--- config.mk ---
export PLATFORM = sky130hd
export DESIGN_NAME = atd_task_file
export DESIGN_NICKNAME = d
export VERILOG_FILES = /design/src/shared/atd_pkg.sv /design/src/rtl/atd_sync.sv /design/src/rtl/atd_task_file.sv
export SDC_FILE = /design/constraint.sdc
export NUM_CORES = 1
export LEC_CHECK = 0
export BUFFER_PORTS_ARGS = -buffer_cell sky130_fd_sc_hd__buf_4
export CAP_MARGIN = 25
export CORE_UTILIZATION = 45
export DETAILED_ROUTE_END_ITERATION = 10
export GPL_TIMING_DRIVEN = 0
export PLACE_DENSITY = 0.71
export SKIP_LAST_GASP = 1
export SLEW_MARGIN = 20
export SYNTH_ARGS = -nofsm -noshare
export SYNTH_HDL_FRONTEND = slang
export SYNTH_SLANG_ARGS = --single-unit
--- constraint.sdc ---
create_clock -name clk_sys -period 2.1 [get_ports clk_sys]
set_clock_uncertainty 0.15 [all_clocks]
set_input_delay 0.105 -clock clk_sys [delete_from_list [all_inputs] [get_ports clk_sys]]
set_output_delay 0.105 -clock clk_sys [all_outputs]
set_load 0.005 [all_outputs]
--- src/shared/atd_pkg.sv ---
// atd_pkg: constants for the parallel task-file decoder.
// assumes the host port pins are sampled into the clk_sys domain.
package atd_pkg;
  // ==========================================================
  // address codes on the three address lines
  localparam logic [2:0] ATD_A_DATA   = 3'h0;
  localparam logic [2:0] ATD_A_ERRFEA = 3'h1;
  localparam logic [2:0] ATD_A_SCNT   = 3'h2;
  localparam logic [2:0] ATD_A_SNUM   = 3'h3;
  localparam logic [2:0] ATD_A_CYLL   = 3'h4;
  localparam logic [2:0] ATD_A_CYLH   = 3'h5;
  localparam logic [2:0] ATD_A_DEVHD  = 3'h6;
  localparam logic [2:0] ATD_A_STCMD  = 3'h7;
  localparam logic [2:0] ATD_A_ALTCTL = 3'h6;
  localparam logic [2:0] ATD_A_DRVADR = 3'h7;
  // ==========================================================
  // field positions and values
  localparam int         ATD_CTL_SOFTWARE_RESET_BIT  = 2;
  localparam int         ATD_CTL_NIEN  = 1;
  localparam int         ATD_DH_LBA    = 6;
  localparam int         ATD_DH_DRV    = 4;
  localparam int         ATD_ST_BSY    = 7;
  localparam logic [7:0] ATD_CMD_CHKPWR = 8'h00_E5;
  localparam logic [7:0] ATD_PWR_IDLE   = 8'h00_FF;
  localparam logic [7:0] ATD_PWR_FORBID = 8'h00_80;
  localparam logic [7:0] ATD_ST_RESET   = 8'h00_50;
  localparam logic [7:0] ATD_ST_BUSY    = 8'h00_80;
  localparam logic [7:0] ATD_DIAG_OK    = 8'h00_01;
  localparam logic [7:0] ATD_ZERO8      = 8'h00_00;
  localparam logic [7:0] ATD_ONE8       = 8'h00_01;
  localparam logic [15:0] ATD_ZERO16    = 16'h0000;
  localparam logic [1:0] ATD_STB_PEND   = 2'h1;
endpackage : atd_pkg

--- src/rtl/atd_sync.sv ---
// atd_sync: two-flop synchroniser for a vector of pin levels.
// assumes one clock; inputs arrive asynchronously.
`timescale 1ns/10ps
module atd_sync #(
  parameter int W = 1
) (
  input  wire logic         clk_sys,
  input  wire logic         reset_n,
  input  wire logic [W-1:0] async_in,
  output logic      [W-1:0] sync_out
);
  logic [W-1:0] meta_q;
  // only the second stage is read downstream
  always_ff @(posedge clk_sys or negedge reset_n) begin
    if (!reset_n) begin
      meta_q   <= '0;
      sync_out <= '0;
    end else begin
      meta_q   <= async_in;
      sync_out <= meta_q;
    end
  end
endmodule : atd_sync

--- src/rtl/atd_task_file.sv ---
// atd_task_file: register select and task file of a parallel AT host port.
// assumes pins are level inputs from the host; strobes and selects are active low.
`timescale 1ns/10ps
module atd_task_file
  import atd_pkg::*;
#(
  parameter bit DEV_ID = 1'b0
) (
  input  wire logic        clk_sys,
  input  wire logic        reset_n,
  input  wire logic        hard_reset_n,
  input  wire logic        cs0_n,
  input  wire logic        cs1_n,
  input  wire logic [2:0]  da,
  input  wire logic        dior_n,
  input  wire logic        diow_n,
  input  wire logic [15:0] dd_in,
  output logic      [15:0] dd_out,
  output logic             dd_oe,
  output logic             intrq,
  output logic             cmd_start,
  output logic      [7:0]  cmd_code,
  output logic             soft_reset,
  output logic      [27:0] lba_addr,
  output logic             lba_mode,
  input  wire logic        cmd_done,
  input  wire logic        pwr_idle,
  input  wire logic [7:0]  core_status,
  input  wire logic [7:0]  core_error
);
  // ==========================================================
  // pin synchronisers
  logic        cs0_s_n, cs1_s_n, dior_s_n, diow_s_n, hrst_s_n;
  logic [2:0]  da_s;
  logic [15:0] dd_s;
  logic [23:0] pin_sync;
  atd_sync #(.W(24)) u_sync (
    .clk_sys  (clk_sys),
    .reset_n  (reset_n),
    .async_in ({~hard_reset_n, ~cs0_n, ~cs1_n, ~dior_n, ~diow_n, da, dd_in}),
    .sync_out (pin_sync)
  );
  // low-active pins travel inverted so the flops' reset value means negated,
  // otherwise the first edges after reset would look like a strobe or hard reset
  assign {hrst_s_n, cs0_s_n, cs1_s_n, dior_s_n, diow_s_n} = ~pin_sync[23:19];
  assign {da_s, dd_s} = pin_sync[18:0];

  // ==========================================================
  // address decode
  wire cmd_blk = !cs0_s_n && cs1_s_n;
  wire ctl_blk = cs0_s_n && !cs1_s_n;
  wire ctl_hit = ctl_blk && (da_s == ATD_A_ALTCTL || da_s == ATD_A_DRVADR);
  wire valid   = cmd_blk || ctl_hit;
  wire rd_act  = !dior_s_n && valid;
  logic dior_d_q, diow_d_q;
  wire wr_edge = !diow_s_n && diow_d_q;
  wire rd_edge = !dior_s_n && dior_d_q;
  wire wr_cmd  = wr_edge && cmd_blk;
  wire wr_ctl  = wr_edge && ctl_blk && da_s == ATD_A_ALTCTL;
  wire rd_stat = rd_edge && cmd_blk && da_s == ATD_A_STCMD;

  // ==========================================================
  // task file registers
  logic [7:0] feat_q, scnt_q, snum_q, cyll_q, cylh_q, devhd_q, ctl_q, cmd_q;
  logic [7:0] err_q, stat_q;
  logic       pend_q, start_q, hr_d_q;
  wire        hard_rst = !hrst_s_n && hr_d_q;
  wire        software_reset_bit     = ctl_q[ATD_CTL_SOFTWARE_RESET_BIT];
  wire        go_cmd   = wr_cmd && da_s == ATD_A_STCMD && !software_reset_bit;
  wire        chkpwr   = go_cmd && dd_s[7:0] == ATD_CMD_CHKPWR;
  // never 80h: idle gives FFh, otherwise zero
  wire [7:0]  pwr_val  = pwr_idle ? ATD_PWR_IDLE : ATD_ZERO8;
  wire        selected = devhd_q[ATD_DH_DRV] == DEV_ID;

  always_ff @(posedge clk_sys or negedge reset_n) begin
    if (!reset_n) begin
      dior_d_q <= 1'b1;
      diow_d_q <= 1'b1;
      hr_d_q   <= 1'b1;
    end else begin
      dior_d_q <= dior_s_n;
      diow_d_q <= diow_s_n;
      hr_d_q   <= hrst_s_n;
    end
  end

  // power-on clears all but error (01h) and status (50h); hard reset keeps control and features
  always_ff @(posedge clk_sys or negedge reset_n) begin
    if (!reset_n) begin
      {feat_q, scnt_q, snum_q, cyll_q, cylh_q, devhd_q, ctl_q, cmd_q} <= '0;
      err_q  <= ATD_DIAG_OK;
      stat_q <= ATD_ST_RESET;
    end else if (hard_rst) begin
      {scnt_q, snum_q, cyll_q, cylh_q, devhd_q} <= {ATD_ONE8, ATD_ONE8, ATD_ZERO8,
                                                   ATD_ZERO8, ATD_ZERO8};
      err_q  <= ATD_DIAG_OK;
      stat_q <= ATD_ST_RESET;
    end else begin
      if (wr_ctl) ctl_q <= dd_s[7:0];
      if (software_reset_bit) begin
        stat_q <= ATD_ST_BUSY;
        err_q  <= ATD_DIAG_OK;
      end else begin
        if (!stat_q[ATD_ST_BSY] && !software_reset_bit && wr_cmd) begin
          case (da_s)
            ATD_A_ERRFEA: feat_q  <= dd_s[7:0];
            ATD_A_SCNT:   scnt_q  <= dd_s[7:0];
            ATD_A_SNUM:   snum_q  <= dd_s[7:0];
            ATD_A_CYLL:   cyll_q  <= dd_s[7:0];
            ATD_A_CYLH:   cylh_q  <= dd_s[7:0];
            ATD_A_DEVHD:  devhd_q <= dd_s[7:0];
            ATD_A_STCMD:  cmd_q   <= dd_s[7:0];
            default:      cmd_q   <= cmd_q;
          endcase
        end
        if (chkpwr) scnt_q <= pwr_val;
        if (cmd_done) begin
          stat_q <= core_status;
          err_q  <= core_error;
        end else if (go_cmd && !chkpwr) stat_q <= ATD_ST_BUSY;
        // leaving software reset: ready again, else writes stay refused
        else if (soft_reset && !software_reset_bit) stat_q <= ATD_ST_RESET;
      end
    end
  end

  // ==========================================================
  // command start, pending interrupt
  always_ff @(posedge clk_sys or negedge reset_n) begin
    if (!reset_n) begin
      start_q <= 1'b0;
      pend_q  <= 1'b0;
    end else begin
      start_q <= go_cmd && !hard_rst;
      // completion wins over the status-read clear
      if (cmd_done || chkpwr) pend_q <= 1'b1;
      else if (rd_stat || software_reset_bit || hard_rst) pend_q <= 1'b0;
    end
  end

  // ==========================================================
  // read mux
  wire [7:0] drv_adr = {1'b0, 1'b1, ~devhd_q[3:0], DEV_ID, ~DEV_ID};
  logic [15:0] rd_mux;
  always_comb begin
    rd_mux = ATD_ZERO16;
    if (ctl_blk) begin
      rd_mux[7:0] = (da_s == ATD_A_ALTCTL) ? stat_q : drv_adr;
    end else begin
      case (da_s)
        ATD_A_DATA:   rd_mux = ATD_ZERO16;
        ATD_A_ERRFEA: rd_mux[7:0] = err_q;
        ATD_A_SCNT:   rd_mux[7:0] = scnt_q;
        ATD_A_SNUM:   rd_mux[7:0] = snum_q;
        ATD_A_CYLL:   rd_mux[7:0] = cyll_q;
        ATD_A_CYLH:   rd_mux[7:0] = cylh_q;
        ATD_A_DEVHD:  rd_mux[7:0] = devhd_q;
        ATD_A_STCMD:  rd_mux[7:0] = stat_q;
        default:      rd_mux = ATD_ZERO16;
      endcase
    end
  end

  always_ff @(posedge clk_sys or negedge reset_n) begin
    if (!reset_n) begin
      dd_out     <= '0;
      dd_oe      <= 1'b0;
      intrq      <= 1'b0;
      cmd_start  <= 1'b0;
      cmd_code   <= '0;
      soft_reset <= 1'b0;
      lba_addr   <= '0;
      lba_mode   <= 1'b0;
    end else begin
      dd_out     <= rd_act ? rd_mux : ATD_ZERO16;
      dd_oe      <= rd_act;
      intrq      <= pend_q && !ctl_q[ATD_CTL_NIEN] && selected;
      cmd_start  <= start_q;
      cmd_code   <= cmd_q;
      soft_reset <= software_reset_bit;
      lba_addr   <= {devhd_q[3:0], cylh_q, cyll_q, snum_q};
      lba_mode   <= devhd_q[ATD_DH_LBA];
    end
  end

  // ==========================================================
  // checks
  AST_FLOAT_NOSEL: assert property (@(posedge clk_sys) disable iff (!reset_n)
    (cs0_s_n && cs1_s_n) |=> !dd_oe) else $error("bus driven without select");
  AST_FLOAT_BOTH: assert property (@(posedge clk_sys) disable iff (!reset_n)
    (!cs0_s_n && !cs1_s_n) |=> !dd_oe) else $error("bus driven on invalid address");
  AST_CTL_HOLE: assert property (@(posedge clk_sys) disable iff (!reset_n)
    (ctl_blk && !da_s[2]) |=> !dd_oe) else $error("control hole driven");
  AST_RD_DRIVE: assert property (@(posedge clk_sys) disable iff (!reset_n)
    rd_act |=> dd_oe) else $error("read not driven");
  AST_RELEASE: assert property (@(posedge clk_sys) disable iff (!reset_n)
    dior_s_n |=> !dd_oe) else $error("bus held after strobe");
  AST_PWR_80: assert property (@(posedge clk_sys) disable iff (!reset_n)
    chkpwr && !hard_rst |=> scnt_q != ATD_PWR_FORBID) else $error("power result 80h");
  AST_PWR_IDLE: assert property (@(posedge clk_sys) disable iff (!reset_n)
    chkpwr && pwr_idle && !hard_rst |=> scnt_q == ATD_PWR_IDLE) else $error("idle not FFh");
  AST_START: assert property (@(posedge clk_sys) disable iff (!reset_n)
    go_cmd && !hard_rst |=> ##1 cmd_start) else $error("command did not start");
  AST_ALT_KEEP: assert property (@(posedge clk_sys) disable iff (!reset_n)
    (pend_q && rd_edge && ctl_blk && !software_reset_bit && !hard_rst) |=> pend_q)
    else $error("alt status cleared interrupt");
  AST_IEN: assert property (@(posedge clk_sys) disable iff (!reset_n)
    ctl_q[ATD_CTL_NIEN] |=> !intrq) else $error("interrupt while disabled");
endmodule : atd_task_file

=== Word level (Yosys, flattened, before mapping) ===
Index checks and enable logic that the tools add are counted.

* Word-level logic and storage cells: 134
* Flip-flop bits (word level): 169
* Output and inout bits: 57

* Bitwise logic cells: 10
* Muxes and demuxes: 36
* Equality and inequality tests: 9
* Reductions and logical operators: 55

{| class="wikitable"
|+ Operators with widths
! operator !! number
|-
| 8-bit 2-to-1 mux || 33
|-
| 8-bit one-hot mux with 8 select lines || 1
|-
| 1-bit logical AND || 22
|-
| 3-bit AND reduction || 5
|-
| 3-bit == test (second input constant) || 4
|-
| 2-bit nonzero test || 6
|-
| 1-bit zero test || 10
|-
| 3-bit nonzero test || 3
|-
| 8-bit == test (second input constant) || 1
|-
| 1-bit NOT || 8
|-
| 3-bit by 2-bit == test with 1-bit output (second input constant) || 2
|-
| 1-bit logical OR || 5
|-
| 5-bit NOT || 1
|-
| 5-bit nonzero test || 1
|-
| 4-bit NOT || 1
|-
| 4-bit AND reduction || 1
|-
| 3-bit by 1-bit == test with 1-bit output (second input constant) || 1
|-
| 3-bit zero test || 1
|-
| 1-bit 2-to-1 mux || 2
|-
| 2-bit by 1-bit != test with 1-bit output (second input constant) || 1
|-
| 2-bit AND reduction || 1
|}

=== Depth between registers and ports, before layout ===
* Word-level depth: 13
* Gate-level depth with buffers: 8
* Mapped depth without buffers: 6

=== By module ===
A second synthesis with hierarchy kept.

* Cell total of the unflattened synthesis: 446
* Area total of the unflattened synthesis: 6200.9 µm²

{| class="wikitable"
|+ Modules (own cells, without submodules)
! module !! seq. area each (µm²) !! times used !! area each (µm²) !! cells an instance
|-
| atd_task_file || 3010.4 || 1 || 4999.8 || 398
|-
| atd_sync || 1201.2 || 1 || 1201.2 || 48
|}

=== Worst setup path before layout ===
OpenSTA, ideal clock, no wires.

* Path type: reg2reg
* From: register ctl_q[2]
* To: register cmd_q[0]
* Data arrival time: 1523 ps
* Buffers on the path: 1
* Required time: 1825 ps
* Stages on the path, launching flop included: 5
* Slack: 302 ps
* Setup time: 125 ps
* Period minus slack after synthesis: 1798 ps
* Cells stage by stage: dfrtp_1 -> buf_6 -> a21o_4 -> nor4_4 -> mux2_2

* Cells in the longest elaborated chain, start to end: 4
* Elaborated cells on any way between the ends: 5

{| class="wikitable"
|+ RTL lines
! what !! RTL line !! text
|-
| start: declaration || atd_task_file.sv:64 || <nowiki>logic [7:0] feat_q, scnt_q, snum_q, cyll_q, cylh_q, devhd_q, ctl_q, cmd_q;</nowiki>
|-
| start signal: assignment || atd_task_file.sv:99 || <nowiki>if (wr_ctl) ctl_q <= dd_s[7:0];</nowiki>
|-
| 1-bit zero test || atd_task_file.sv:104 || <nowiki>if (!stat_q[ATD_ST_BSY] && !software_reset_bit && wr_cmd) begin</nowiki>
|-
| 1-bit logical AND (2 in series) || atd_task_file.sv:104 ||
|-
| 4-bit AND reduction (no source line) * || -- ||
|-
| end signal: assignment || atd_task_file.sv:112 || <nowiki>ATD_A_STCMD: cmd_q <= dd_s[7:0];</nowiki>
|-
| end signal: assignment || atd_task_file.sv:113 || <nowiki>default: cmd_q <= cmd_q;</nowiki>
|-
| end: declaration || atd_task_file.sv:64 ||
|}

Every way passes the cells marked *; elsewhere a longest branch is shown, timed or not.
A chain may end at the register's enable or synchronous reset.

=== Worst setup path in the final report ===
* From: register u_sync.sync_out[16]
* To: register dd_out[4]

* Cells in the longest elaborated chain, start to end: 6
* Elaborated cells on any way between the ends: 16

{| class="wikitable"
|+ RTL lines
! what !! RTL line !! text
|-
| start: declaration || atd_sync.sv:10 || <nowiki>output logic [W-1:0] sync_out</nowiki>
|-
| start signal: assignment || atd_sync.sv:20 || <nowiki>sync_out <= meta_q;</nowiki>
|-
| parallel branches: the longest is 5 deep, another holds 8-bit one-hot mux with 8 select lines || -- ||
|-
| 8-bit 2-to-1 mux * || atd_task_file.sv:175 || <nowiki>dd_out <= rd_act ? rd_mux : ATD_ZERO16;</nowiki>
|-
| end signal: assignment || atd_task_file.sv:175 ||
|-
| end: declaration || atd_task_file.sv:18 || <nowiki>output logic [15:0] dd_out,</nowiki>
|}

Every way passes the cells marked *.

==> results.sh <==
export IMPL_viasPerCell=5.23
export IMPL_placed_cells=706
export IMPL_pre_cts_slack_ns=0.00830
export IMPL_fin_cells=776
export IMPL_antenna_cells=0
export IMPL_die_w_um=117
export IMPL_worstPathRequired_ns=2.24
export IMPL_fp_coreArea_um2=12800
export IMPL_status="finished, final reports clean"
export IMPL_fmax_mhz=482
export IMPL_vias=4060
export IMPL_clk_pin_slew_ns=0.06
export IMPL_finalHoldViolCount=0
export IMPL_max_slew_margin_pct=56.6
export IMPL_nets=635
export IMPL_cts_tree="built"
export IMPL_cts_made_buffers=17
export IMPL_syn_inst=443
export IMPL_synthToLayoutAreaGrowth_pct=31.8
export IMPL_clock_path_buffers=2
export IMPL_critPathLaunchType="register"
export IMPL_p_leak_nw=3.98
export IMPL_drive_gt1_share_pct=30.0
export IMPL_routedWlPerCell_um=18.0
export IMPL_antenna_found_initial=0
export IMPL_grt_max_degree=87
export IMPL_hold_worst_slack_ns=0.0599
export IMPL_clock_sinks=152
export IMPL_sw_frac_of_total_pct=23.5
export IMPL_track_usage_pct=22.3
export IMPL_gp_congestion=0.896
export IMPL_synth_flop_cell="dfrtp_1"
export IMPL_power_frac_comb_pct=8.3
export IMPL_port_buffers=83
export IMPL_dieArea_um2=13700
export IMPL_htree_levels=4
export IMPL_ios=101
export IMPL_hpwl_um=9510
export IMPL_yosys_area_top_type="dfrtp_1"
export IMPL_grt_pass1_vias=3973
export IMPL_die_y_um=117
export IMPL_synth_most_common_cell="dfrtp_1"
export IMPL_setup_viol=0
export IMPL_grt_pass1_wl_um=21500
export IMPL_insertion_delay_ns=0.43
export IMPL_maxCapViolations=0
export IMPL_drtPass1Iterations=7
export IMPL_rsz0062_at_grt="yes"
export IMPL_synthTopCellsByCount="146 x dfrtp_1, 50 x mux2i_1, 42 x nor2_1, 21 x nand2_1"
export IMPL_overflow=0
export IMPL_critPathMaxFanout=10
export IMPL_detail_route_antenna_nets=0
export IMPL_routed_wl_um=14000
export IMPL_ys_seq_area_share_pct=64.1
export IMPL_final_core_util_pct=61.4
export IMPL_intPower_mw=5.12
export IMPL_switching_power_mw=1.58
export IMPL_critical_path_class="register to register"
export IMPL_synthArstFlopShare_pct=100
export IMPL_netlist_cell_type_count=53
export IMPL_synth_area_leaders="dfrtp_1 61%, mux2i_1 8.4%, mux2_2 3.4%"
export IMPL_layout_setup_ws_ns=0.0262
export IMPL_seqPwrFrac_pct=47.1
export IMPL_yosys_area_top_type_share_pct=61.5
export IMPL_post_route_period_util_pct=98.8
export IMPL_arrival_ns=2.22
export IMPL_fin_crit_ns=2.07
export IMPL_power_density_nw_per_um2=855
export IMPL_ys_ff_latch=152
export IMPL_placementRows=41
export IMPL_start_util_pct=46.5
export IMPL_worst_pin_slew_ns=0.651
export IMPL_cts_root_buf="clkbuf_16"
export IMPL_ir_drop_v=0.000598
export IMPL_yosysWarnings=0
export IMPL_netlist_area_um2=5940
export IMPL_syn_area_per_cell_um2=13.4
export IMPL_clkPwrFrac_pct=44.6
export IMPL_min_path_type="input pin to asynchronous set/reset pin"
export IMPL_synth_enable_flop_cells=0
export IMPL_design_power_total_mw=6.70
export IMPL_worst_setup_path_end_kind="register"
export IMPL_drc_errors=0
export IMPL_slew_viol_final=0
export IMPL_drtIter0Drc=316
routing by layer:
layer | share of wire (%) | track usage (%)
met2 | 49 | 36.2
met5 | 0 | 0
met3 | 5.4 | 5.56
met4 | 2.6 | 10.2
met1 | 43 | 28.2
cell usage in the layout, fill, tap and decap left out, types with 3 or more instances in the layout:
cell type      netlist  layout
dfrtp_1            146     146
buf_4               18     103
mux2i_1             50      50
nor2_1              42      41
dlygate4sd3_1        0      34
nand2_1             21      21
mux2_2              18      18
clkbuf_16            0      17
inv_1               14      14
o21ai_0             12      12
clkbuf_1            10      11
a21oi_1              9       8
conb_1               1       8
nor2b_1              6       6
a221oi_1             7       6
nand3_1              6       6
o211ai_1             6       6
dfstp_2              6       6
a32o_1               5       5
nand2b_1             4       4
a22oi_1              4       4
a21o_1               4       4
inv_6                0       4
nor3b_1              3       3
o2bb2ai_1            3       3
nor3_1               3       3
and4b_1              3       3
clkinvlp_4           0       3
kinds of logic (layout without fill, tap and decap cells):
| family | count (synthesis) | after routing | synth area share [%] |
|---|---|---|---|
| flops | 152 | 152 | 64.1 |
| simple gates | 108 | 108 | 10.1 |
| mux | 70 | 70 | 12.6 |
| compound gates | 68 | 68 | 9.11 |
| buf+inv | 44 | 198 | 4.06 |
| other cells | 1 | 8 | 0.0631 |
state kept, by name (all words and copies together), names as in the netlist, 2 cells and up:
register         count
lba_addr            28
u_sync.meta_q       16
u_sync.sync_out     16
cmd_code             8
cmd_q                8
cylh_q               8
cyll_q               8
dd_out               8
devhd_q              8
err_q                8
scnt_q               8
snum_q               8
stat_q               8
ctl_q                2
final timing paths:
path                       slack, ns                 from  cells after the start            endpoint
setup / recovery                0.03  u_sync.sync_out[16]                      7           dd_out[4]
hold / removal                  0.06              reset_n                      2        lba_addr[22]
setup reg to reg                0.03  u_sync.sync_out[16]                      7           dd_out[4]
hold reg to reg                 0.19     u_sync.meta_q[5]                      0  u_sync.sync_out[5]
max in group asynchronous       0.97              reset_n                      3              hr_d_q
min in group clk_sys            0.13             cmd_done                      3            err_q[7]
worst max-delay path, cell delays in order (launching register included):
cell and delay, ns:
dfrtp_1 0.33, buf_4 0.19, buf_6 0.18, buf_4 0.21
nor2_1 0.06, a22o_1 0.19, a222oi_1 0.47, a21oi_1 0.16
timing repair:
item	in CTS	in global routing
setup buffers	0	4
hold buffers	34	0
pin swaps	1	4
gates resized for setup	0	9
endpoints found under the setup margin	1	33
endpoints found under the hold margin	187	0
power by group through the flow:
stage	registers, mW	logic (mW)	clock network [mW]
final	3.15	0.556	2.99
after floorplan	3.17	0.265	0
after global routing	3.16	0.607	3.17
after global placement	3.20	0.476	0
after CTS	3.16	0.547	3.04
after detailed placement	3.21	0.495	0
area by class of cell:
| cell class | count | area, um2 |
|---|---|---|
| Buffer | 30 | 194 |
| Clock buffer | 20 | 447 |
| Clock inverter | 12 | 140 |
| Fill cell | 1015 | 4940 |
| Inverter | 14 | 52.6 |
| Multi-Input combinational cell | 254 | 1950 |
| Sequential cell | 152 | 3810 |
| Tap cell | 172 | 215 |
| Timing Repair Buffer | 122 | 1030 |
metrics by stage:
step | setup TNS [ns] | area, um2
floorplan | 0 | 5970
global placement | 0 | 6810
detailed placement | 0 | 6840
CTS | 0 | 7770
global route | -0.0133 | 7840
finish | 0 | 7840
Power figures use the tool's default switching activity.
